==> config.mk <==
export PLATFORM = sky130hd
export DESIGN_NAME = fep_coding_top
export DESIGN_NICKNAME = d
export VERILOG_FILES = /design/src/fep_pkg.sv /design/src/fep_fifo.sv /design/src/fep_coding_top.sv
export SDC_FILE = /design/constraint.sdc
export NUM_CORES = 1
export LEC_CHECK = 0
export ABC_AREA = 1
export BUFFER_PORTS_ARGS = -buffer_cell sky130_fd_sc_hd__buf_4
export CORE_ASPECT_RATIO = 1.5
export CORE_MARGIN = 4
export CORE_UTILIZATION = 60
export CTS_BUF_LIST = sky130_fd_sc_hd__clkbuf_8
export DETAILED_ROUTE_END_ITERATION = 16
export PLACE_DENSITY = 0.78
export SKIP_CTS_REPAIR_TIMING = 1
export SLEW_MARGIN = 15
export SYNTH_ARGS = -nofsm -noshare
export SYNTH_HDL_FRONTEND = slang
export SYNTH_SLANG_ARGS = --single-unit
==> constraint.sdc <==
create_clock -name i_sys_clk -period 4.76 [get_ports i_sys_clk]
set_input_delay 0.238 -clock i_sys_clk [delete_from_list [all_inputs] [get_ports i_sys_clk]]
set_output_delay 0.238 -clock i_sys_clk [all_outputs]
set_load 0.05 [all_outputs]
==> src/fep_pkg.sv <==
// package: shared constants and state types of the fast ethernet coding datapath
package fep_pkg;
   // ==========================================================
   // host link and datapath widths
   localparam int HOST_LANES = 3; // bits per host transfer
   localparam int NIB_W = 4; // data nibble
   localparam int SYM_W = 5; // line code group
   localparam int FIFO_DEPTH = 8; // transmit nibble buffer
   localparam int LVL_W = 2; // three-level line code width

   // ==========================================================
   // 5b code groups
   localparam logic [4:0] SYM_IDLE = 5'h1f; // inter packet idle
   localparam logic [4:0] SYM_J = 5'h18; // first start code
   localparam logic [4:0] SYM_K = 5'h11; // second start code
   localparam logic [4:0] SYM_T = 5'h0d; // first end code
   localparam logic [4:0] SYM_R = 5'h07; // second end code
   localparam logic [3:0] PRE_NIB = 4'h5; // nibble that J and K stand for
   // data nibble 0..f to code group
   localparam logic [4:0] ENC_TBL [16] = '{
      5'h1e, 5'h09, 5'h14, 5'h15, 5'h0a, 5'h0b, 5'h0e, 5'h0f,
      5'h12, 5'h13, 5'h16, 5'h17, 5'h1a, 5'h1b, 5'h1c, 5'h1d};

   // ==========================================================
   // scrambler
   localparam int SCR_W = 11; // key register length
   localparam int SCR_TAP_A = 10; // holds x[n-11]
   localparam int SCR_TAP_B = 8; // holds x[n-9]
   localparam logic [10:0] SCR_SEED = 11'h7ff; // any nonzero seed works
   localparam int LOCK_BITS_DEF = 60; // idle bits that confirm descrambler lock
   localparam int LOCK_CNT_W = 7; // wide enough for the lock count

   // ==========================================================
   // three-level line code
   localparam logic [1:0] LVL_ZERO = 2'h0;
   localparam logic [1:0] LVL_POS = 2'h1;
   localparam logic [1:0] LVL_NEG = 2'h3;
   localparam logic [1:0] MLT_IDX_RST = 2'h1; // cycle index of the zero before positive

   // ==========================================================
   // rates and times
   localparam int SYS_CLK_MHZ = 50;
   localparam int TX100_MBPS = 125; // serial rate carried by the tick in fast mode
   localparam int MANCH_CLK_MHZ = 20; // half-bit rate in slow mode
   localparam int HALF_BIT_NS = 1000 / MANCH_CLK_MHZ;
   localparam int NARROW_PULSE_NS = 50;
   localparam int WIDE_PULSE_NS = 100;
   // halves of full drive at the start of any pulse, rounded up
   localparam int NARROW_HALVES = (NARROW_PULSE_NS + HALF_BIT_NS - 1) / HALF_BIT_NS;
   localparam int WIDE_HALVES = WIDE_PULSE_NS / HALF_BIT_NS;

   // ==========================================================
   // state types
   typedef enum logic [1:0] {TX_IDLE, TX_K, TX_DATA, TX_R} fep_tx_st_t;
   typedef enum logic [2:0] {RX_IDLE, RX_J, RX_K, RX_DATA, RX_TEND} fep_rx_st_t;
endpackage : fep_pkg

==> src/fep_fifo.sv <==
// module: synchronous valid/ready fifo used in the transmit nibble path
`timescale 1ns/1ps
module fep_fifo #(
   parameter int W = 5, // entry width
   parameter int DEPTH = 8 // entries, power of two
) (
   // clock and reset
   input wire logic i_sys_clk,
   input wire logic i_reset,
   // fill side
   input wire logic i_in_valid,
   input wire logic [W-1:0] i_in_data,
   output logic o_in_ready,
   // drain side
   output logic o_out_valid,
   output logic [W-1:0] o_out_data,
   input wire logic i_out_ready
);
   // ==========================================================
   // storage and pointers
   localparam int AW = $clog2(DEPTH);
   logic [W-1:0] mem [DEPTH]; // entries
   logic [AW-1:0] wp_r; // write pointer, wraps because depth is a power of two
   logic [AW-1:0] rp_r; // read pointer
   logic [AW:0] cnt_r; // fill level

   wire wr = i_in_valid && o_in_ready;
   wire rd = o_out_valid && i_out_ready;
   assign o_in_ready = (cnt_r != (AW+1)'(DEPTH));
   assign o_out_valid = (cnt_r != '0);
   assign o_out_data = mem[rp_r];

   // ==========================================================
   // pointer and level update
   always_ff @(posedge i_sys_clk) begin
      if (i_reset) begin
         wp_r <= '0;
         rp_r <= '0;
         cnt_r <= '0;
      end else begin
         if (wr) wp_r <= wp_r + 1'b1;
         if (rd) rp_r <= rp_r + 1'b1;
         if (wr && !rd) cnt_r <= cnt_r + 1'b1;
         else if (rd && !wr) cnt_r <= cnt_r - 1'b1;
      end
   end

   // entry write, no reset needed on data
   always_ff @(posedge i_sys_clk) begin
      if (wr) mem[wp_r] <= i_in_data;
   end
endmodule : fep_fifo

==> src/fep_coding_top.sv <==
// module: 10/100 line coding datapath between the host link and the line
// Notes on behaviour
// (RL1) take three host bits per transfer, pass on
// (RL2) data nibble maps to fixed 5b code
// (RL3) idle code between packets carries no data
// (RL4) start pair J then K replaces 0101
// (RL5) end pair T then R
// (RL6) first preamble byte becomes J K, rest encoded
// (RL7) after last nibble append T R, then idle
// (RL8) scramble every code bit toward three-level coder
// (RL9) key bit is x[n-11] xor x[n-9]
// (RL10) serialize codes at the fast serial rate
// (RL11) three-level output holds on a zero bit
// (RL12) one bit steps negative zero positive zero
// (RL13) descrambler locks onto remote key during idle
// (RL14) decode received codes back into nibbles
// (RL15) invalid received code raises error
// (RL16) link loss during a frame raises error
// (RL17) incomplete J K after idle raises error
// (RL18) idle inside frame before T R errors
// (RL19) slow mode: nibbles serialized, then manchester halves
// (RL20) mid-bit transition always, boundary only when equal
// (RL21) lower drive in second half of wide pulses
// (RL22) slow mode received bits delivered as nibbles
// (RL23) host pulses sync one cycle; longer means reset
// (RL24) reset: nonzero seed, zero level, idle codes
`timescale 1ns/1ps
module fep_coding_top #(
   parameter int LOCK_BITS = fep_pkg::LOCK_BITS_DEF // idle bits to declare lock
) (
   // clock, reset and mode
   input wire logic i_sys_clk,
   input wire logic i_reset,
   input wire logic i_speed_100, // high for fast mode, change only under reset
   // host transmit side
   input wire logic i_host_reset_sync_line,
   input wire logic i_host_tx_en,
   input wire logic i_host_tx_valid,
   input wire logic [fep_pkg::HOST_LANES-1:0] i_host_tx_lanes,
   output logic o_host_tx_ready,
   // line transmit side
   input wire logic i_tx_tick, // one serial bit (fast) or half-bit (slow)
   output logic [fep_pkg::LVL_W-1:0] o_tx_level,
   output logic o_tx_active,
   output logic o_manch_out,
   output logic o_drive_full,
   // line receive side
   input wire logic i_rx_tick,
   input wire logic [fep_pkg::LVL_W-1:0] i_rx_level,
   input wire logic i_link_ok,
   input wire logic i_rx_half,
   input wire logic i_rx_carrier,
   // host receive side
   output logic [fep_pkg::NIB_W-1:0] o_rx_nibble,
   output logic o_rx_valid,
   output logic o_rx_frame,
   output logic o_rx_err,
   output logic o_rx_locked
);
   import fep_pkg::*;

   // ==========================================================
   // reset and word synchronisation
   logic sync_d_r; // last cycle's sync line
   // a second consecutive high cycle turns the sync into a reset
   wire rst_w = i_reset || (i_host_reset_sync_line && sync_d_r); // [RL23]
   wire sync_pulse = i_host_reset_sync_line && !sync_d_r;

   // sync line history, reset by the pin only
   always_ff @(posedge i_sys_clk) begin
      if (i_reset) sync_d_r <= 1'b0;
      else sync_d_r <= i_host_reset_sync_line;
   end

   // ==========================================================
   // host bits to nibbles
   logic [6:0] acc_r, acc_nxt; // bits not yet packed, lsb first
   logic [2:0] cnt_r, cnt_nxt; // number of bits held
   logic en_d_r; // host frame enable, delayed
   logic first_r; // next nibble opens a frame
   logic fifo_rdy; // buffer can take a nibble
   wire take = i_host_tx_valid && o_host_tx_ready; // [RL1]
   wire [6:0] acc_in = take ? (acc_r | ({4'h0, i_host_tx_lanes} << cnt_r)) : acc_r;
   wire [2:0] cnt_in = take ? cnt_r + 3'd3 : cnt_r;
   wire push = (cnt_in >= 3'd4) && fifo_rdy;
   assign acc_nxt = push ? {4'h0, acc_in[6:4]} : acc_in;
   assign cnt_nxt = push ? cnt_in - 3'd4 : cnt_in;

   // packer; the ready output stalls the host while a full nibble waits
   always_ff @(posedge i_sys_clk) begin
      if (rst_w || sync_pulse) begin
         acc_r <= '0;
         cnt_r <= '0;
         o_host_tx_ready <= 1'b0;
      end else begin
         acc_r <= acc_nxt;
         cnt_r <= cnt_nxt;
         o_host_tx_ready <= (cnt_nxt < 3'd4);
      end
   end

   // frame start tag; a new frame edge wins over a push clear
   always_ff @(posedge i_sys_clk) begin
      if (rst_w) begin
         en_d_r <= 1'b0;
         first_r <= 1'b0;
      end else begin
         en_d_r <= i_host_tx_en;
         if (i_host_tx_en && !en_d_r) first_r <= 1'b1;
         else if (push) first_r <= 1'b0;
      end
   end

   // ==========================================================
   // transmit buffer
   logic fv; // a nibble waits
   logic [NIB_W:0] fdat; // {frame start tag, nibble}
   logic pop; // nibble consumed
   fep_fifo #(.W(NIB_W + 1), .DEPTH(FIFO_DEPTH)) u_txbuf (
      .i_sys_clk(i_sys_clk),
      .i_reset(rst_w),
      .i_in_valid(push),
      .i_in_data({first_r, acc_in[3:0]}),
      .o_in_ready(fifo_rdy),
      .o_out_valid(fv),
      .o_out_data(fdat),
      .i_out_ready(pop)
   );
   wire ftag = fdat[NIB_W];
   wire [3:0] fnib = fdat[3:0];

   // ==========================================================
   // transmit framer and code selection
   fep_tx_st_t txs_r, txs_nxt; // framer state
   logic [4:0] sh_r; // code group sent msb first, or nibble sent lsb first
   logic [2:0] bcnt_r; // bit (fast) or half-bit (slow) position
   logic [4:0] sym_sel; // next code group
   logic pop100; // framer wants the head nibble
   wire tick100 = i_tx_tick && i_speed_100;
   wire tick10 = i_tx_tick && !i_speed_100;
   wire load100 = tick100 && (bcnt_r == 3'd4); // [RL10]

   // next code group; only used on a group boundary
   always_comb begin
      sym_sel = SYM_IDLE; // [RL3]
      txs_nxt = txs_r;
      pop100 = 1'b0;
      case (txs_r)
         TX_IDLE: begin
            if (fv && ftag) begin
               sym_sel = SYM_J; // [RL4] [RL6]
               pop100 = 1'b1;
               txs_nxt = TX_K;
            end
         end
         TX_K: begin
            sym_sel = SYM_K; // [RL4] [RL6]
            pop100 = fv;
            txs_nxt = TX_DATA;
         end
         TX_DATA: begin
            // a missing nibble or a new frame tag ends this frame
            if (fv && !ftag) begin
               sym_sel = ENC_TBL[fnib]; // [RL2] [RL6]
               pop100 = 1'b1;
            end else begin
               sym_sel = SYM_T; // [RL5] [RL7]
               txs_nxt = TX_R;
            end
         end
         TX_R: begin
            sym_sel = SYM_R; // [RL5] [RL7]
            txs_nxt = TX_IDLE;
         end
         default: txs_nxt = TX_IDLE;
      endcase
   end

   // ==========================================================
   // scrambler and three-level coder
   logic [SCR_W-1:0] lfsr_r; // last eleven key bits, bit 0 newest
   logic [1:0] lidx_r; // position in the level cycle
   wire key = lfsr_r[SCR_TAP_A] ^ lfsr_r[SCR_TAP_B]; // [RL9]
   wire sbit = sh_r[4] ^ key; // [RL8]
   wire [1:0] lidx_nxt = sbit ? lidx_r + 2'd1 : lidx_r; // [RL11] [RL12]
   // cycle index 0..3 is negative, zero, positive, zero
   wire [1:0] lvl_nxt = lidx_nxt[0] ? LVL_ZERO : (lidx_nxt[1] ? LVL_POS : LVL_NEG);

   // ==========================================================
   // slow mode half-bit coder
   logic active_r; // slow mode nibble in flight
   logic [1:0] run_r; // halves since the last level change
   wire b10 = sh_r[bcnt_r[2:1]]; // nibble bits go out lsb first
   wire manch_nxt = bcnt_r[0] ? b10 : ~b10; // [RL20]
   wire same_half = (manch_nxt == o_manch_out);
   wire [1:0] run_nxt = same_half ? run_r + 2'd1 : 2'd0;
   wire load10 = tick10 && (!active_r || bcnt_r == 3'd7); // [RL19]
   assign pop = i_speed_100 ? (load100 && pop100) : (load10 && fv);

   // transmit state, code shifting, scrambler and level registers
   always_ff @(posedge i_sys_clk) begin
      if (rst_w) begin
         txs_r <= TX_IDLE; // [RL24]
         sh_r <= SYM_IDLE;
         bcnt_r <= '0;
         lfsr_r <= SCR_SEED;
         lidx_r <= MLT_IDX_RST;
         o_tx_level <= LVL_ZERO;
         active_r <= 1'b0;
         run_r <= '0;
         o_manch_out <= 1'b0;
         o_drive_full <= 1'b0;
         o_tx_active <= 1'b0;
      end else if (tick100) begin
         // one serial bit leaves per tick, a new group every fifth
         lfsr_r <= {lfsr_r[SCR_W-2:0], key};
         lidx_r <= lidx_nxt;
         o_tx_level <= lvl_nxt;
         o_tx_active <= 1'b1;
         o_drive_full <= 1'b1;
         if (load100) begin
            sh_r <= sym_sel;
            txs_r <= txs_nxt;
            bcnt_r <= '0;
         end else begin
            sh_r <= {sh_r[3:0], 1'b0};
            bcnt_r <= bcnt_r + 3'd1;
         end
      end else if (tick10) begin
         if (active_r) begin
            o_manch_out <= manch_nxt;
            run_r <= run_nxt;
            // full drive only at the start of a level; wide pulses droop
            o_drive_full <= (run_nxt < 2'(NARROW_HALVES)); // [RL21]
         end
         if (load10) begin
            sh_r <= {1'b0, fnib};
            bcnt_r <= '0;
            active_r <= fv;
            o_tx_active <= fv;
         end else begin
            bcnt_r <= bcnt_r + 3'd1;
         end
      end
   end

   // ==========================================================
   // receive: level decode and descrambler lock
   logic [1:0] rlvl_r; // previous received level
   logic [SCR_W-1:0] dl_r; // local copy of the remote key
   logic [LOCK_CNT_W-1:0] mcnt_r; // consecutive idle bits seen
   wire rev_bit = i_rx_tick && i_speed_100;
   wire rnrz = (i_rx_level != rlvl_r); // any level change is a one
   wire rkey = dl_r[SCR_TAP_A] ^ dl_r[SCR_TAP_B];
   wire rplain = rnrz ^ rkey;
   wire lock_hit = rplain && (mcnt_r == LOCK_CNT_W'(LOCK_BITS - 1));

   // idle is all ones, so an unlocked receiver loads the inverted line bits
   // as key; once the guess is right the prediction keeps matching
   always_ff @(posedge i_sys_clk) begin
      if (rst_w) begin
         rlvl_r <= LVL_ZERO;
         dl_r <= '0;
         mcnt_r <= '0;
         o_rx_locked <= 1'b0;
      end else begin
         if (rev_bit) rlvl_r <= i_rx_level;
         if (!i_link_ok) begin
            mcnt_r <= '0;
            o_rx_locked <= 1'b0;
         end else if (rev_bit && o_rx_locked) begin
            dl_r <= {dl_r[SCR_W-2:0], rkey};
         end else if (rev_bit) begin
            dl_r <= {dl_r[SCR_W-2:0], ~rnrz}; // [RL13]
            mcnt_r <= rplain ? mcnt_r + 1'b1 : '0;
            o_rx_locked <= lock_hit; // [RL13]
         end
      end
   end

   // ==========================================================
   // receive: code group framing and decode
   fep_rx_st_t rs_r, rs_nxt; // receive framing state
   logic [2:0] rem_r, rem_nxt; // bits left in the current group
   logic [9:0] win_r; // descrambled bits, newest in bit 0
   logic dlv100; // deliver a nibble
   logic [3:0] dnib100; // nibble to deliver
   logic err100; // framing or code error
   logic dok; // group is a data code
   logic [3:0] dval; // its nibble
   wire rev = rev_bit && o_rx_locked;
   wire [9:0] win_nxt = {win_r[8:0], rplain};
   wire [4:0] grp = win_nxt[4:0];

   // reverse table search
   always_comb begin
      dok = 1'b0;
      dval = '0;
      for (int i = 0; i < 16; i++) begin
         if (ENC_TBL[i] == grp) begin
            dok = 1'b1; // [RL14]
            dval = 4'(i);
         end
      end
   end

   // framing: the first zero after idle is the third bit of J
   always_comb begin
      rs_nxt = rs_r;
      rem_nxt = rem_r;
      dlv100 = 1'b0;
      dnib100 = dval;
      err100 = 1'b0;
      if (!i_link_ok && rs_r != RX_IDLE) begin
         err100 = 1'b1; // [RL16]
         rs_nxt = RX_IDLE;
      end else if (rev) begin
         rem_nxt = rem_r - 3'd1;
         case (rs_r)
            RX_IDLE: begin
               if (!rplain) begin
                  rs_nxt = RX_J;
                  rem_nxt = 3'd2;
               end
            end
            RX_J: begin
               if (rem_r == 3'd1) begin
                  rs_nxt = (grp == SYM_J) ? RX_K : RX_IDLE;
                  err100 = (grp != SYM_J); // [RL17]
                  dlv100 = (grp == SYM_J);
                  dnib100 = PRE_NIB;
                  rem_nxt = 3'd5;
               end
            end
            RX_K: begin
               if (rem_r == 3'd1) begin
                  rs_nxt = (grp == SYM_K) ? RX_DATA : RX_IDLE;
                  err100 = (grp != SYM_K); // [RL17]
                  dlv100 = (grp == SYM_K);
                  dnib100 = PRE_NIB;
                  rem_nxt = 3'd5;
               end
            end
            RX_DATA: begin
               if (rem_r == 3'd1) begin
                  rem_nxt = 3'd5;
                  if (grp == SYM_T) begin
                     rs_nxt = RX_TEND;
                  end else if (dok) begin
                     dlv100 = 1'b1; // [RL14]
                  end else begin
                     err100 = 1'b1; // [RL15] [RL18]
                     rs_nxt = RX_IDLE;
                  end
               end
            end
            RX_TEND: begin
               if (rem_r == 3'd1) begin
                  err100 = (grp != SYM_R);
                  rs_nxt = RX_IDLE;
               end
            end
            default: rs_nxt = RX_IDLE;
         endcase
      end
   end

   // ==========================================================
   // receive: slow mode half-bit pairing
   logic ph_r; // second half of a bit expected
   logic [1:0] bi_r; // bit index within the nibble
   logic [2:0] nb_r; // bits gathered so far
   wire dlv10 = i_rx_tick && i_rx_carrier && ph_r && (bi_r == 2'd3); // [RL22]

   // the second half of each bit carries its value
   always_ff @(posedge i_sys_clk) begin
      if (rst_w || !i_rx_carrier) begin
         ph_r <= 1'b0;
         bi_r <= '0;
         nb_r <= '0;
      end else if (i_rx_tick && !i_speed_100) begin
         ph_r <= !ph_r;
         if (ph_r) begin
            bi_r <= bi_r + 2'd1;
            if (bi_r != 2'd3) nb_r[bi_r] <= i_rx_half;
         end
      end
   end

   // receive framing registers and host outputs
   always_ff @(posedge i_sys_clk) begin
      if (rst_w) begin
         rs_r <= RX_IDLE;
         rem_r <= '0;
         win_r <= '0;
         o_rx_nibble <= '0;
         o_rx_valid <= 1'b0;
         o_rx_err <= 1'b0;
         o_rx_frame <= 1'b0;
      end else if (i_speed_100) begin
         rs_r <= rs_nxt;
         rem_r <= rem_nxt;
         if (rev) win_r <= win_nxt;
         o_rx_valid <= dlv100;
         if (dlv100) o_rx_nibble <= dnib100;
         o_rx_err <= err100;
         o_rx_frame <= (rs_nxt != RX_IDLE);
      end else begin
         o_rx_valid <= dlv10;
         if (dlv10) o_rx_nibble <= {i_rx_half, nb_r};
         o_rx_err <= 1'b0;
         o_rx_frame <= i_rx_carrier;
      end
   end
endmodule : fep_coding_top

After elaboration in Yosys (flattened, before gate mapping) --
Memory sizes are Yosys's and may differ from the RTL's. A register that Yosys moved wholly into a read port is not among the register bits. Index checks and enable logic that the tools add are counted.
Operators by class: $add $sub $neg 12, order comparisons 7, equal/unequal tests 41, shift-type cells 1, multiplexer cells 123, bitwise logic cells 13, reductions and logical operators 69
Operators by type and width (count):
- 4-bit two-way mux | 23
- 3-bit two-way mux | 21
- 5-bit == test, first input constant | 11
- 1-bit two-way mux | 50
- 5-bit two-way mux | 7
- 1-bit logical AND | 26
- 4-bit by 5-bit == test with 1-bit output, first input constant | 5
- 11-bit two-way mux | 2
- 5-bit case mux with 4 select lines | 1
- 2-bit two-way mux | 8
- 3-bit case mux with 5 select lines | 1
- 7-bit two-way mux | 2
- 2-bit AND reduction | 7
- 2-bit nonzero test | 7
- 3-bit AND reduction | 4
- 5-bit == test, second input constant | 2
- 1-bit zero test | 10
- 5-bit != test, second input constant | 2
- 3-bit by 1-bit adder with 3-bit output, second input constant | 3
- 3-bit == test, second input constant | 3
- 2-bit case mux with 4 select lines | 1
- 2-bit OR reduction | 4
- 7-bit by 1-bit adder with 7-bit output, second input constant | 1
- 7-bit by 6-bit == test with 1-bit output, second input constant | 1
- 42 further kinds | 64
Word-level totals: register bits 99, RAM bits 40, memory bits (read-only) 80, input bits 16, output and inout port bits 14, word-level logic and storage cells 303, memories 2
Memory list:
- (no name shown) | words 16, width 5, read ports 1, clocked after memory_dff 0, wr ports 0, RTL line fep_coding_top.sv:164 | sym_sel = ENC_TBL[fnib];
- u_txbuf.mem | words 8, width 5, read ports 1, clocked after memory_dff 1, wr ports 1, RTL line fep_fifo.sv:22 | logic [W-1:0] mem [DEPTH];

Logic depth before layout (Yosys ltp) --
depth after elaboration 27, gate-level depth with buffers 22

By module --
Synthesis repeated with hierarchy kept, for this count alone.
Unflattened totals: cell total of the unflattened synthesis 856, area total of the unflattened synthesis 6794.0 µm²
Modules (own cells, without submodules):
- fep_coding_top | times used 1, cells each 642, area each 4539.4 µm², sequential area each 1781.7 µm²
- fep_fifo | times used 1, cells each 214, area each 2254.7 µm², sequential area each 1461.4 µm²

Worst setup path after synthesis --
OpenSTA, ideal clock, no wires.
path type register -> register, start register o_host_tx_ready, end register u_txbuf.cnt_r[3], library setup time 0.119 ns, arrival 2.688 ns, data required time 4.641 ns, slack 1.952 ns, stages on the path, launching flop included 16, path buffers 0, clock period less this slack 2.808 ns, cells stage by stage dfxtp_1 -> nand2_1 -> nor2_1 -> xor2_1 -> nand2_1 -> inv_1 -> ha_1 -> inv_1 -> ha_1 -> a21o_1 -> a21oi_1 -> nor2_1 -> nor2_1 -> nand2_1 -> o21ai_0 -> a21oi_1
Between the ends: longest elaborated chain between the ends 8
RTL lines:
- start, declared | RTL line fep_coding_top.sv:40 | output logic o_host_tx_ready,
- start signal, assigned | RTL line fep_coding_top.sv:98 | o_host_tx_ready <= (cnt_nxt < 3'd4);
- 1-bit logical AND * | RTL line fep_coding_top.sv:82 | wire take = i_host_tx_valid && o_host_tx_ready;
- 3-bit two-way mux * | RTL line fep_coding_top.sv:84 | wire [2:0] cnt_in = take ? cnt_r + 3'd3 : cnt_r;
- 3-bit >= comparator * | RTL line fep_coding_top.sv:85 | wire push = (cnt_in >= 3'd4) && fifo_rdy;
- 1-bit logical AND * | RTL line fep_coding_top.sv:85
- 1-bit logical AND * | RTL line fep_fifo.sv:27 | wire wr = i_in_valid && o_in_ready;
- named net u_txbuf.wr | RTL line fep_fifo.sv:27
- 1-bit zero test | RTL line fep_fifo.sv:44 | else if (rd && !wr) cnt_r <= cnt_r - 1'b1;
- 1-bit logical AND | RTL line fep_fifo.sv:44
- 2-bit nonzero test (no source line)
- end signal, assigned | RTL line fep_fifo.sv:43 | if (wr && !rd) cnt_r <= cnt_r + 1'b1;
- end signal, assigned | RTL line fep_fifo.sv:44
- end, declared | RTL line fep_fifo.sv:25 | logic [AW:0] cnt_r;
The timed path passes the listed nets; every way through them passes the cells marked *. A chain may end at the register's enable or synchronous reset.

==> summary.md <==
| Metric | Value |
|---|---|
| Die Height | `140 um` |
| DR WL/cell | `13.3 um` |
| Initial antenna violation count | `0` |
| DP Worst Slack | `1290 ps` |
| Largest net degree at the start of global routing | `49` |
| CTS tree | `done` |
| Die W | `95.8 um` |
| Count leader, synth | `nand2_1` |
| DP HPWL | `10700 um` |
| Setup CP Type | `register to register` |
| Core area | `0.0112 sq mm` |
| Final WL | `14800 um` |
| Clock Skew | `14.9 ps` |
| DR iter-0 viols | `324` |
| Share of cells above drive strength 1 | `0.0857` |
| Worst-Margin Slew | `855 ps` |
| Simple-gate portion of the synthesized area | `0.262` |
| Synth-to-Final Area Change | `10.5%` |
| # fillers | `972` |
| DR pass1 iterations | `5` |
| Worst Path Arrival | `3690 ps` |
| Num CTS Buffers | `17` |
| Mapped cell area | `0.00695 sq mm` |
| Status | `completed` |
| Count of different cell masters after synthesis | `44` |
| CP Capture Type | `register` |
| Synth Register Bits | `142` |
| NumNets Final | `994` |
| Final min period | `3350 ps` |
| Starting Density | `0.622` |
| P per Cell Area | `335 mW/mm^2` |
| Clk sinks | `142` |
| DRC | `0` |
| Leakage power | `3.47 nW` |
| Syn_nets | `967` |
| Final WS setup | `1410 ps` |
| Ys async rst share | `0` |
| Unrepaired setup endpoints after global routing | `false` |
| Fmax | `298 MHz` |
| Hold WC Path Type | `input pin to register` |
| Num rows | `47` |
| First-pass GRT wire length | `25100 um` |
| Post-synthesis cell count | `929` |
| Setup Viol. Count Final | `0` |
| Mux cell area share after synthesis | `0` |
| Total Neg Setup Slack | `0 ps` |
| Top cells by count, synth | `236 x nand2_1, 127 x inv_1, 102 x dfxtp_1, 99 x nor2_1, 71 x nand3_1` |
| Top post-synthesis cells by area | `dfxtp_1 29%, edfxtp_1 17%, nand2_1 13%, inv_1 6.9%, nor2_1 5.4%` |
| CTS root buf | `clkbuf_8` |
| Vias in the first global route | `5727` |
| Congestion Overflow GR | `0` |
| GPL Wtd Cong | `0.896` |
| Vias per std cell | `5.28` |
| Fin crit share | `0.705` |
| Main combinational cell family by area after synthesis | `simple AND/OR/NAND/NOR gates` |
| Seq/Total Area, Yosys | `0.467` |
| Prevailing post-synth register cell | `dfxtp_1` |
| Crit path launch type | `register` |
| Area leader, netlist | `dfxtp_1` |
| Max-slew violations | `0` |
| Clock Latency Late Sink | `440 ps` |
| Multi-input gate area | `0.00309 sq mm` |
| Die outline area | `0.0134 sq mm` |
| IO Pins | `30` |
| Max-cap violations | `0` |
| IO buf count | `29` |
| Antenna cell count | `0` |
| EDFF count, synth | `40` |
| Synth Area in XOR/XNOR | `0.0177` |
| Max VDD drop | `241 uV` |
| Avg Cell Area, Syn | `7.48 sq um` |
| Yosys top cell area share | `0.294` |
| Worst-path clk slew | `90 ps` |
| Htree depth | `4` |
| FF/Latch Area | `0.00324 sq mm` |
| Fraction of the mapped netlist area in adder cells | `0.0407` |
| Gr usage total | `0.236` |
| Critical-path maximum fanout | `23` |
| Post-synthesis compound-gate area fraction | `0.124` |
| Post-route ant nets | `0` |
| Final hold violations | `0` |
| CTS max path bufs | `2` |
| Via count | `5895` |
| Worst EP required | `5090 ps` |
| Slew HR | `0.426` |
| Ys Warns | `0` |
## flip-flops by register name, indices dropped and copies added, names as in the netlist, 4 cells and up, named ones only
| name | flops |
|---|---|
| acc_r | 7 |
| dl_r | 11 |
| lfsr_r | 11 |
| mcnt_r | 7 |
| o_rx_nibble | 4 |
| sh_r | 5 |
| u_txbuf.cnt_r | 4 |
| u_txbuf.mem | 40 |
| win_r | 4 |
## worst max-delay path, cell delays in order, from the launching register on
cell and delay [ps]:
dfxtp_1 780, inv_2 290, nand2_1 140, nand3_1 80, nand3_1 120, nand2_2 80, inv_2 60, nand3_1 60
nand3_1 70, nand3_1 80, nand2_2 110, nand2_2 80, ha_1 230, inv_1 120, ha_1 240, a21o_1 180
a21oi_1 150, nor2_1 60, nor2_1 80, nand2_1 60, o21ai_0 140, a21oi_1 50
## where the power goes
part | total, mW | internal, mW | switching, mW
clock | 1.00 | 0.526 | 0.476
combinational | 0.268 | 0.0881 | 0.180
sequential | 1.30 | 1.27 | 0.0282
## cells by family after synthesis
kind of cell    after synthesis
simple gates                437
flops                       142
buf+inv                     157
xor+xnor                     14
compound gates              157
fa+ha+maj                    22
## final cells by class
class                           instances  share of cell area
Clock buffer                           17              0.0305
Timing Repair Buffer                   31              0.0307
Clock inverter                         15              0.0236
Multi-Input combinational cell        630               0.403
Inverter                              134              0.0655
Tap cell                              147              0.0240
Sequential cell                       142               0.423
## placed cells by master (no fill, tap or decap), types with 6 or more instances in the layout
cell / synthesis / routed
ha_1: 21 / 21
inv_1: 127 / 128
dfxtp_1: 102 / 102
buf_4: 4 / 30
nor2_1: 99 / 98
clkbuf_8: 0 / 17
edfxtp_1: 40 / 40
nand3_1: 71 / 71
nand2_1: 236 / 236
inv_6: 0 / 6
nor3_1: 8 / 8
o21ai_0: 63 / 63
xor2_1: 9 / 9
a211oi_1: 7 / 7
nand4_1: 6 / 6
a21oi_1: 62 / 62
## worst paths after layout
check | cells past startpoint | from | slack, ps | end
max | 21 | register | 1410 | u_txbuf.cnt_r[3]
min | 3 | i_host_reset_sync_line | 50 | sync_d_r
max reg2reg | 21 | register | 1410 | u_txbuf.cnt_r[3]
min reg2reg | 2 | rem_r[1] | 470 | rem_r[1]
## layer usage
metal  track usage  share of wire
met2         0.423           0.54
met3        0.0427          0.039
met4         0.123          0.043
met1         0.255           0.38
met5             0              0
## through the flow
stage / util / std cells / cell area, sq um / power [mW] / hold slack, ps
after CTS: 0.686 / 1115 / 7660 / 2.59 / -43.2
after floorplan: - / 929 / 6950 / 1.53 / 310
after global placement: 0.649 / 1083 / 7250 / 1.59 / 431
after global routing: 0.687 / 1116 / 7670 / 2.68 / 43.2
after detailed placement: 0.649 / 1083 / 7250 / 1.60 / 433
final: 0.687 / 1116 / 7670 / 2.57 / 46.3
Power figures use the tool's default switching activity.
